--- src/design/smz_pkg.sv ---
// package for the servo mode, stop and zero-clamp block
// assumes a single pclk domain and apb software access
`default_nettype none
package smz_pkg;
  // register byte offsets
  localparam logic [11:0] OFF_CTRL = 12'h000;
  localparam logic [11:0] OFF_HOLD = 12'h004;
  localparam logic [11:0] OFF_STAT = 12'h008;
  localparam logic [11:0] OFF_SPD = 12'h00c;
  localparam logic [11:0] OFF_MAX = 12'h010;
  // ctrl fields
  localparam int CTRL_MODE_LSB = 0;
  localparam int CTRL_STOP_LSB = 4;
  localparam int CTRL_ZC_ALLOC_BIT = 8;
  // reset values, hold saturation limit and low speed threshold
  localparam logic [3:0] MODE_RST = 4'h0;
  localparam logic [1:0] STOP_RST = 2'h0;
  localparam logic [13:0] HOLD_RST = 14'h000a;
  localparam logic [13:0] HOLD_MAX = 14'h2710;
  localparam logic [13:0] MAX_RST = 14'h1770;
  localparam logic [13:0] LOW_SPD = 14'h0002;
  // control method codes
  localparam logic [3:0] CM_SPD = 4'h0;
  localparam logic [3:0] CM_TRQ = 4'h2;
  localparam logic [3:0] CM_CONTACT = 4'h3;
  localparam logic [3:0] CM_CONT_ANA = 4'h4;
  localparam logic [3:0] CM_TRQ_SPD = 4'h9;
  localparam logic [3:0] CM_HOLD_AT_ZERO_INPUT = 4'ha;
  localparam logic [3:0] CM_PULSE_INH = 4'hb;
  localparam logic [3:0] CM_PULSE = 4'hc;
  localparam logic [3:0] CM_SERIAL = 4'hd;
  // active loop encoding
  typedef enum logic [2:0] {
    SMZ_LOOP_NONE = 3'h0,
    SMZ_LOOP_ANA_SPD = 3'h1,
    SMZ_LOOP_PRESET = 3'h2,
    SMZ_LOOP_TORQUE = 3'h3,
    SMZ_LOOP_POS = 3'h4,
    SMZ_LOOP_SERIAL = 3'h5
  } smz_loop_e;
  // stop sequence states, one-hot
  typedef enum logic [3:0] {
    SMZ_RUN = 4'h1,
    SMZ_BRAKE = 4'h2,
    SMZ_HELD = 4'h4,
    SMZ_COAST = 4'h8
  } smz_stop_e;
  // drive outputs travelling together
  typedef struct packed {
    logic [2:0] loop;
    logic pulse_accept;
    logic hold_at_zero_input;
    logic energised;
    logic brake;
  } smz_drive_s;
endpackage
`default_nettype wire

--- src/design/smz_ctrl.sv ---
// mode decode, servo-off stop sequencing and zero clamp gating
// assumes contact inputs are active low and synchronous to pclk
`default_nettype none
module smz_ctrl (
  input wire logic pclk,
  input wire logic presetn,
  input wire logic psel,
  input wire logic penable,
  input wire logic pwrite,
  input wire logic [11:0] paddr,
  input wire logic [31:0] pwdata,
  output logic [31:0] prdata,
  output logic pready,
  output logic pslverr,
  input wire logic servo_on_n,
  input wire logic alarm,
  input wire logic power_lost,
  input wire logic speed_select_a_input,
  input wire logic speed_select_b_input,
  input wire logic multi_function_contact,
  input wire logic [13:0] speed_ref,
  input wire logic [13:0] motor_speed,
  input wire logic signed [1:0] clamp_err,
  output smz_pkg::smz_drive_s drive,
  output logic clamp_correct,
  output logic clamp_dir
);
  // control registers
  logic [3:0] mode_q;
  logic [1:0] stop_sel_q;
  logic zc_alloc_q;
  logic [13:0] hold_q;
  logic [13:0] max_q;
  logic [1:0] latched_stop_q;
  smz_pkg::smz_stop_e st_q, st_d;
  smz_pkg::smz_drive_s drive_d;
  logic [31:0] rdata_d;

  // apb decode; zero-wait so pready is a registered constant high
  wire wr_en = psel && penable && pwrite;
  wire rd_en = psel && !penable && !pwrite;
  wire hit = paddr == smz_pkg::OFF_CTRL || paddr == smz_pkg::OFF_HOLD || paddr == smz_pkg::OFF_STAT
    || paddr == smz_pkg::OFF_SPD || paddr == smz_pkg::OFF_MAX;

  function automatic logic [13:0] sat_hold(input logic [31:0] v);
    sat_hold = (v > 32'(smz_pkg::HOLD_MAX)) ? smz_pkg::HOLD_MAX : v[13:0];
  endfunction

  always_ff @(posedge pclk or negedge presetn)
  begin
    if (!presetn)
    begin
      mode_q <= smz_pkg::MODE_RST;
      stop_sel_q <= smz_pkg::STOP_RST;
      zc_alloc_q <= 1'b0;
      hold_q <= smz_pkg::HOLD_RST;
      max_q <= smz_pkg::MAX_RST;
    end
    else if (wr_en && paddr == smz_pkg::OFF_CTRL)
    begin
      mode_q <= pwdata[smz_pkg::CTRL_MODE_LSB +: 4];
      stop_sel_q <= pwdata[smz_pkg::CTRL_STOP_LSB +: 2];
      zc_alloc_q <= pwdata[smz_pkg::CTRL_ZC_ALLOC_BIT];
    end
    else if (wr_en && paddr == smz_pkg::OFF_HOLD)
      hold_q <= sat_hold(pwdata);
    else if (wr_en && paddr == smz_pkg::OFF_MAX)
      max_q <= pwdata[13:0];
  end

  // read mux, registered so prdata comes from a flop
  always_comb
  begin
    rdata_d = 32'h0;
    unique case (paddr)
      smz_pkg::OFF_CTRL: rdata_d = {23'h0, zc_alloc_q, 2'h0, stop_sel_q, mode_q};
      smz_pkg::OFF_HOLD: rdata_d = {18'h0, hold_q};
      smz_pkg::OFF_STAT: rdata_d = {23'h0, latched_stop_q, st_q, drive.loop};
      smz_pkg::OFF_SPD: rdata_d = {18'h0, motor_speed};
      smz_pkg::OFF_MAX: rdata_d = {18'h0, max_q};
      default: rdata_d = 32'h0;
    endcase
  end

  always_ff @(posedge pclk or negedge presetn)
  begin
    if (!presetn)
    begin
      prdata <= 32'h0;
      pready <= 1'b0;
      pslverr <= 1'b0;
    end
    else
    begin
      pready <= 1'b1;
      if (rd_en)
        prdata <= rdata_d;
      pslverr <= psel && !penable && !hit; // answered in the following access cycle
    end
  end

  // servo-off cause and effective hold level
  wire off_req = servo_on_n || alarm || power_lost;
  wire [13:0] eff_hold = (hold_q > max_q) ? max_q : hold_q;
  wire slow = motor_speed < smz_pkg::LOW_SPD;
  wire stopped = motor_speed == 14'h0;
  wire zc_in_on = !multi_function_contact;

  // zero clamp gating
  wire zc_mode = (mode_q == smz_pkg::CM_HOLD_AT_ZERO_INPUT) || (mode_q == smz_pkg::CM_SPD && zc_alloc_q);
  wire zc_act = zc_mode && zc_in_on && (speed_ref < eff_hold);

  // loop selection; unused codes give no loop
  smz_pkg::smz_loop_e loop_w;
  always_comb
  begin
    loop_w = smz_pkg::SMZ_LOOP_NONE;
    unique case (mode_q)
      smz_pkg::CM_SPD: loop_w = smz_pkg::SMZ_LOOP_ANA_SPD;
      smz_pkg::CM_TRQ: loop_w = smz_pkg::SMZ_LOOP_TORQUE;
      smz_pkg::CM_CONTACT: loop_w = smz_pkg::SMZ_LOOP_PRESET;
      smz_pkg::CM_CONT_ANA: loop_w = (speed_select_a_input && speed_select_b_input)
        ? smz_pkg::SMZ_LOOP_ANA_SPD : smz_pkg::SMZ_LOOP_PRESET;
      smz_pkg::CM_TRQ_SPD: loop_w = multi_function_contact
        ? smz_pkg::SMZ_LOOP_ANA_SPD : smz_pkg::SMZ_LOOP_TORQUE;
      smz_pkg::CM_HOLD_AT_ZERO_INPUT: loop_w = smz_pkg::SMZ_LOOP_ANA_SPD;
      smz_pkg::CM_PULSE_INH: loop_w = smz_pkg::SMZ_LOOP_POS;
      smz_pkg::CM_PULSE: loop_w = smz_pkg::SMZ_LOOP_POS;
      smz_pkg::CM_SERIAL: loop_w = smz_pkg::SMZ_LOOP_SERIAL;
      default: loop_w = smz_pkg::SMZ_LOOP_NONE;
    endcase
  end

  // stop sequence next state
  always_comb
  begin
    st_d = st_q;
    unique case (st_q)
      smz_pkg::SMZ_RUN:
        if (off_req)
          st_d = (slow || stop_sel_q == 2'h2) ? smz_pkg::SMZ_COAST : smz_pkg::SMZ_BRAKE;
      smz_pkg::SMZ_BRAKE:
        if (stopped)
          st_d = (latched_stop_q == 2'h0) ? smz_pkg::SMZ_HELD : smz_pkg::SMZ_COAST;
      smz_pkg::SMZ_HELD, smz_pkg::SMZ_COAST:
        if (!off_req)
          st_d = smz_pkg::SMZ_RUN;
      default: st_d = smz_pkg::SMZ_RUN;
    endcase
  end

  // output composition, registered below
  always_comb
  begin
    drive_d.energised = st_q == smz_pkg::SMZ_RUN && !off_req;
    drive_d.loop = drive_d.energised ? loop_w : smz_pkg::SMZ_LOOP_NONE;
    drive_d.pulse_accept = drive_d.energised && (mode_q == smz_pkg::CM_PULSE
      || (mode_q == smz_pkg::CM_PULSE_INH && multi_function_contact));
    drive_d.hold_at_zero_input = drive_d.energised && zc_act;
    drive_d.brake = st_d == smz_pkg::SMZ_BRAKE || st_d == smz_pkg::SMZ_HELD;
  end

  always_ff @(posedge pclk or negedge presetn)
  begin
    if (!presetn)
    begin
      st_q <= smz_pkg::SMZ_COAST;
      latched_stop_q <= smz_pkg::STOP_RST;
      drive <= '0;
      clamp_correct <= 1'b0;
      clamp_dir <= 1'b0;
    end
    else
    begin
      st_q <= st_d;
      if (st_q == smz_pkg::SMZ_RUN && off_req)
        latched_stop_q <= stop_sel_q;
      drive <= drive_d;
      // hold within one pulse: correct only when error leaves the +-1 band
      clamp_correct <= drive_d.hold_at_zero_input && (clamp_err == 2'sb10);
      clamp_dir <= clamp_err[1];
    end
  end
endmodule
`default_nettype wire

--- config.mk ---
export PLATFORM = sky130hd
export DESIGN_NAME = smz_ctrl
export DESIGN_NICKNAME = d
export VERILOG_FILES = /design/src/design/smz_pkg.sv /design/src/design/smz_ctrl.sv
export SDC_FILE = /design/constraint.sdc
export NUM_CORES = 1
export LEC_CHECK = 0
export ABC_AREA = 1
export BUFFER_PORTS_ARGS = -buffer_cell sky130_fd_sc_hd__buf_2
export CAP_MARGIN = 20
export CORE_ASPECT_RATIO = 0.75
export CORE_MARGIN = 2
export CORE_UTILIZATION = 30
export CTS_CLUSTER_DIAMETER = 200
export CTS_CLUSTER_SIZE = 14
export DETAILED_ROUTE_END_ITERATION = 12
export GPL_TIMING_DRIVEN = 0
export HOLD_SLACK_MARGIN = 0.03
export PLACE_DENSITY = 0.49
export SLEW_MARGIN = 20
export SYNTH_ARGS = -nofsm -noshare
export SYNTH_HDL_FRONTEND = slang
export SYNTH_SLANG_ARGS = --single-unit
--- constraint.sdc ---
create_clock -name pclk -period 3.45 [get_ports pclk]
set_input_delay 0.69 -clock pclk [delete_from_list [all_inputs] [get_ports pclk]]
set_output_delay 0.69 -clock pclk [all_outputs]
set_load 0.005 [all_outputs]
==> impl_metrics.yaml, run 1 <==
placement:
  globalplace.congestion: 0.8668
  hpwlAfterDp_um: 10980
  port-buffer-count: 109
pwr:
  power.leakage_nw: 2.724
  ir_drop_uv: 220.4
  pwr_density_cell_nw_per_um2: 382.5
  p_total_w: 0.002072
layout:
  final_cell_mix: "nand2_1 (142), buf_2 (111), inv_1 (88)"
  multi_input_area_um2: 2098
  layout_commonest_cell: "nand2_1"
  syn_to_final_growth_pct: 27.92
  nFillCells: 1451
  antennaDiodeCount: 0
  drive_gt1_frac: 0.2479
  seq_area_um2: 1664
  fin_nets: 809
global_route:
  track_usage: 0.1792
  grt-ovfl-total: 0
  grt_pass1_wl_um: 20840
  grt_pass1_vias: 4000
  grt_max_degree: 45
  antenna_found_initial: 0
logic_synthesis:
  avgSynthCellArea_um2: 7.577
  ys.flop_type: "dfrtp_1"
  syn_inst: 559
  yosysSeqAreaShare: 0.3929
  synth_area_um2: 4235
  yosys.area.top_type: "dfrtp_1"
  ys.warnings.count: 0
  synth_top_area_share: 0.3309
  synth_edf_count: 0
  ys_types: 37
  ys_ff_latch: 66
  synthTopCellsByArea: "dfrtp_1 (33%), nand2_1 (13%), ha_1 (8.0%), inv_1 (7.8%), o21ai_0 (7.1%)"
  synthArstFlopShare: 1.000
sta:
  min_period_ps: 3127
  post-route-period-util: 0.9065
  rsz0062_at_grt: "false"
  hold_violations: 0
  fmax_ghz: 0.3198
  tns_ps: 0
  setup_violations: 0
  fin_worst_skew_ps: 5.351
  whs_ps: 256.2
  slew_viol_final: 0
  tightest_slew_ps: 758.9
  relSlewSlack: 0.4903
setup_path:
  cp_cell_sequence: "inv_1 -> ha_1 -> nand2_1 -> nor2_1 -> and2_1 -> nand2_1 -> nand2_1 -> nand2_2 -> clkbuf_2 -> o21ai_0 -> ha_1 -> nand2_1 -> nor2_1 -> a211oi_1 -> nand2_1 -> nand2_1 -> nand2_1 -> nor2_1"
  arrival_ps: 3390
  crit_top_cell: "nand2_1"
  worst-path-max-fanout: 10
  r2r_slack_ps: 320
  r2r-start: "max_q[12]"
  r2r_cells: 18
  slowest_stage: "dfstp_2"
  critical_path_class: "reg -> reg"
  r2r-end: "clamp_correct"
  crit_path_max_incr_delay_ps: 540
  worst_ep_required_time_ps: 3720
  startpoint_type: "flip-flop"
  critPathCaptureType: "flip-flop"
clock_tree:
  cts_root_buf: "clkbuf_16"
  clock_latency_ps: 340
  cts_hold_buffers: 0
  cts_max_level: 3
  cts_tree: "built"
  cts_made_buffers: 9
  clkTransAtPathRegs_ps: 60
  cts_setup_buffers: 0
  clockBufferDepth: 2
  cts.sinks: 66
  post_cts_resized: 0
die:
  dieArea_um2: 15090
  rows: 37
  start_util: 0.3080
  core-area_um2: 13750
  die_h_um: 106.9
  io_pins: 128
  fp.dieW_um: 141.2
drt:
  ant_nets: 0
  post_drt_wl_per_cell_um: 15.25
  drt_iter0_markers: 438
  drc: 0
  drt_wl_total_um: 13370
  routed_via_density: 4.741
  route.vias.total: 4158
  drtPass1Iterations: 5
worst_hold_path:
  holdCritPathClass: "in -> async"
run:
  maxCapViolCount: 0
status:
  status: "completed"
==> per-stage QoR <==
stage | util | instances | cell area, um2 | worst slack (ps)
after floorplan | - | 576 | 4299 | 700.6
after global placement | 0.3683 | 860 | 5064 | 157.2
after global routing | 0.3940 | 877 | 5418 | 13.49
after CTS | 0.3937 | 877 | 5413 | 115.6
final | 0.3940 | 877 | 5418 | 322.6
after detailed placement | 0.3705 | 861 | 5094 | 140.1
==> routing by layer <==
layer,part of all wire,vias up,GRT usage
met5,0,-,0
met4,0.0074,0,0.03214
met3,0.064,8,0.04198
met2,0.40,148,0.2521
met1,0.53,1913,0.2783
li1,-,2089,-
==> sequential cells by signal, indices dropped and copies added (netlist names) <==
name and cells:
pslverr 1, prdata 14, latched_stop_q 2, clamp_correct 1, clamp_dir 1, hold_q 14
max_q 14, drive 7, mode_q 4, zc_alloc_q 1, pready 1, stop_sel_q 2
st_q 4
==> layout make-up <==
type	count	share of cell area
Multi-Input combinational cell	389	0.3873
Inverter	90	0.06236
Timing Repair Buffer	110	0.1062
Tap cell	175	0.04042
Buffer	31	0.03764
Clock inverter	6	0.01478
Sequential cell	66	0.3072
Clock buffer	10	0.04411
==> logic make-up after synthesis <==
group | count (synthesis) | share of synthesized area
DFF | 66 | 0.3929
adders and majority gates | 27 | 0.07976
muxes | 2 | 0.005317
other | 2 | 0.001773
and+or+nand+nor | 230 | 0.2310
buffers and inverters | 121 | 0.1273
AOI/OAI and AO/OA | 111 | 0.1619
==> worst max-delay path: cells and delay by family, from the launching register on <==
family                   cells  cell delay (ps)
flip-flops                   1              540
adder cells (fa/ha/maj)      2              590
AO/OA/AOI/OAI                2              490
AND/OR/NAND/NOR             12             1140
buffers and inverters        2              300
==> worst max-delay path by stage <==
stage | start | to | slack [ps] | cells past startpoint
global route | max_q[5] | clamp_correct | 10 | 19
CTS | max_q[12] | clamp_correct | 120 | 18
global placement | max_q[9] | clamp_correct | 160 | 19
floorplan | max_q[12] | clamp_correct | 700 | 17
detailed placement | max_q[9] | clamp_correct | 140 | 19
finish | max_q[12] | clamp_correct | 320 | 18
==> where the power goes <==
| part | total (W) | switching, W | internal, W |
|---|---|---|---|
| Sequential | 0.000827 | 0.0000184 | 0.000808 |
| Clock | 0.000987 | 0.000341 | 0.000647 |
| Combinational | 0.000258 | 0.000150 | 0.000108 |
==> Yosys cell counts, types with 2 or more instances <==
cell	count
nand2_1	143
inv_1	88
o21ai_0	60
dfrtp_1	56
nor2_1	29
ha_1	27
nand3_1	27
buf_4	18
o22ai_1	15
nor3_1	14
a21oi_1	11
dfstp_2	10
clkbuf_1	9
o22ai_2	6
nand4_1	5
nor4_1	5
o221ai_1	5
a211oi_1	4
o32a_1	4
buf_2	2
buf_6	2
conb_1	2
mux2_2	2
nor2_2	2
Power figures use the tool's default switching activity.
==> inputs of run 2 (changes only) <==
- clock period: 3.45 -> 2.9 ns (I/O delays scaled with it)
==> run 2 against run 1 <==
Effect of this change: hold slack got worse by 110 ps; sequential share of layout area is 2.8 points lower; worst setup slack worse by 290 ps; final cell count increased by 2.4%; via count rose by 4.4%; non-clock buffer count increased by 21; clock-buffer cell count did not move; die area is the same; clock power increased by 20%; utilization grew 3.9 points.
==> impl_metrics.yaml, run 2 (synthesis gave the netlist of run 1 again) <==
status:
  status: "completed"
drt:
  post_drt_wl_per_cell_um: 15.87
  drt_iter0_markers: 410
  drc: 0
  drtPass1Iterations: 5
  ant_nets: 0
  drt_wl_total_um: 14260
  route.vias.total: 4340
  routed_via_density: 4.833
global_route:
  use_met1: 0.2805
  top_usage_layer: "met1"
  grt-ovfl-total: 0
  grt_pass1_vias: 4099
  grt_max_degree: 45
  grt_pass1_wl_um: 21240
  met3_usage: 0.04332
  track_usage: 0.1822
  antenna_found_initial: 0
  grt_use_met2: 0.2566
layout:
  reg_top3: "hold_q (14), max_q (14), prdata (14)"
  fin_nets: 830
  finalInstanceArea_um2: 5961
  multi_input_area_um2: 2431
  drive_gt1_frac: 0.3430
  utilization: 0.4335
  syn_to_final_growth_pct: 40.74
  antennaDiodeCount: 0
  layout_commonest_cell: "nand2_1"
  final_cell_mix: "nand2_1 (130), buf_2 (110), inv_1 (81)"
  final_cells: 898
  nFillCells: 1403
  seq_area_um2: 1665
die:
  rows: 37
  fp.dieW_um: 141.2
  io_pins: 128
  dieArea_um2: 15090
  start_util: 0.3080
  die_h_um: 106.9
  core-area_um2: 13750
clock_tree:
  cts_made_buffers: 9
  clockBufferDepth: 2
  cts_max_level: 3
  cts.sinks: 66
  clkTransAtPathRegs_ps: 60
  cts_tree: "built"
  clock_latency_ps: 340
  cts_root_buf: "clkbuf_16"
sta:
  fin_worst_skew_ps: 5.653
  fmax_ghz: 0.3489
  post-route-period-util: 0.9883
  relSlewSlack: 0.4961
  setup_ws_ps: 34.07
  setup_violations: 0
  tightest_slew_ps: 750.2
  min_period_ps: 2866
  slew_viol_final: 0
  rsz0062_at_grt: "true"
  hold_violations: 0
  tns_ps: 0
placement:
  preCtsSetupSlack_ps: -409.9
  globalplace.congestion: 0.8668
  dpl_cell_area_um2: 5094
  hpwlAfterDp_um: 10980
  port-buffer-count: 109
  dp.cells: 861
pwr:
  ir_drop_uv: 271.5
  power.leakage_nw: 2.901
  pwr_density_cell_nw_per_um2: 418.5
setup_path:
  cp_cell_sequence: "inv_4 -> ha_4 -> nand2_4 -> nor2_4 -> and2_4 -> nand2_2 -> nand2_4 -> nand2_4 -> buf_6 -> buf_6 -> o21ai_4 -> ha_4 -> nand2_2 -> nor2_1 -> a211oi_2 -> nand2_1 -> nand2_1 -> nand2_2 -> nor2_2"
  critPathCaptureType: "flip-flop"
  arrival_ps: 3140
  slowest_stage: "dfstp_2"
  crit_path_max_incr_delay_ps: 560
  worst_ep_required_time_ps: 3170
  r2r_cells: 19
  startpoint_type: "flip-flop"
  r2r-end: "clamp_correct"
  r2r_slack_ps: 30
  worst-path-max-fanout: 7
  r2r-start: "max_q[12]"
  critical_path_class: "reg -> reg"
worst_hold_path:
  holdCritPathClass: "in -> async"
run:
  maxCapViolCount: 0
-- run 2: cell types whose count changed in the layout (fill, tap and decap cells not counted), sizes merged --
cell | before | now
buf | 133 | 154
-- run 2: metrics by stage --
step | total power, W | hold slack [ps]
2_1_floorplan | 0.001147 | 284.4
3_3_place_gp | 0.001292 | 467.1
3_5_place_dp | 0.001305 | 467.5
4_1_cts | 0.002496 | 148.5
5_1_grt | 0.002594 | 167.8
6_report | 0.002495 | 143.5
-- run 2: area by class of cell --
type,count,area share
clock buffers,10,0.04009
flip-flops and latches,66,0.2794
multi-input cells,389,0.4079
repair buffers,131,0.1249
well taps,175,0.03673
plain buffers,31,0.03925
clock inverters,6,0.01343
inverters,90,0.05835
-- run 2: layer usage --
metal | wire, um | vias to the layer above
met1 | 7083 | 2029
met2 | 6017 | 161
met5 | 0 | -
met3 | 999 | 14
li1 | - | 2136
met4 | 155 | 0
-- run 2: worst max-delay path: cells and delay by family, from the launching register on --
family	cells	cell delay, ps
AOI/OAI and AO/OA	2	410
and+or+nand+nor	12	1000
adders and majority gates	2	500
buffers and inverters	3	320
DFF	1	560
-- run 2: timing repair --
action	in CTS	in global routing
pin swaps	9	26
hold endpoints to repair	0	0
setup buffers	4	15
setup endpoints to repair	2	2
cloned	1	1
resized for setup	25	67
hold buffers	0	0
-- run 2: worst max-delay path by stage --
stage                    from       endpoint  slack (ps)  cells after the start
floorplan           max_q[12]  clamp_correct         150                     17
global placement     max_q[9]  clamp_correct        -390                     19
detailed placement   max_q[9]  clamp_correct        -410                     19
CTS                 max_q[10]  clamp_correct           4                     18
global route        max_q[13]  clamp_correct        -120                     17
finish              max_q[12]  clamp_correct          30                     19
-- run 2: power by group --
part,switching (W),internal (W),total [W]
clock network,0.000410,0.000769,0.00118
logic,0.000189,0.000143,0.000332
registers,0.0000219,0.000961,0.000983
total,0.000621,0.00187,0.00249
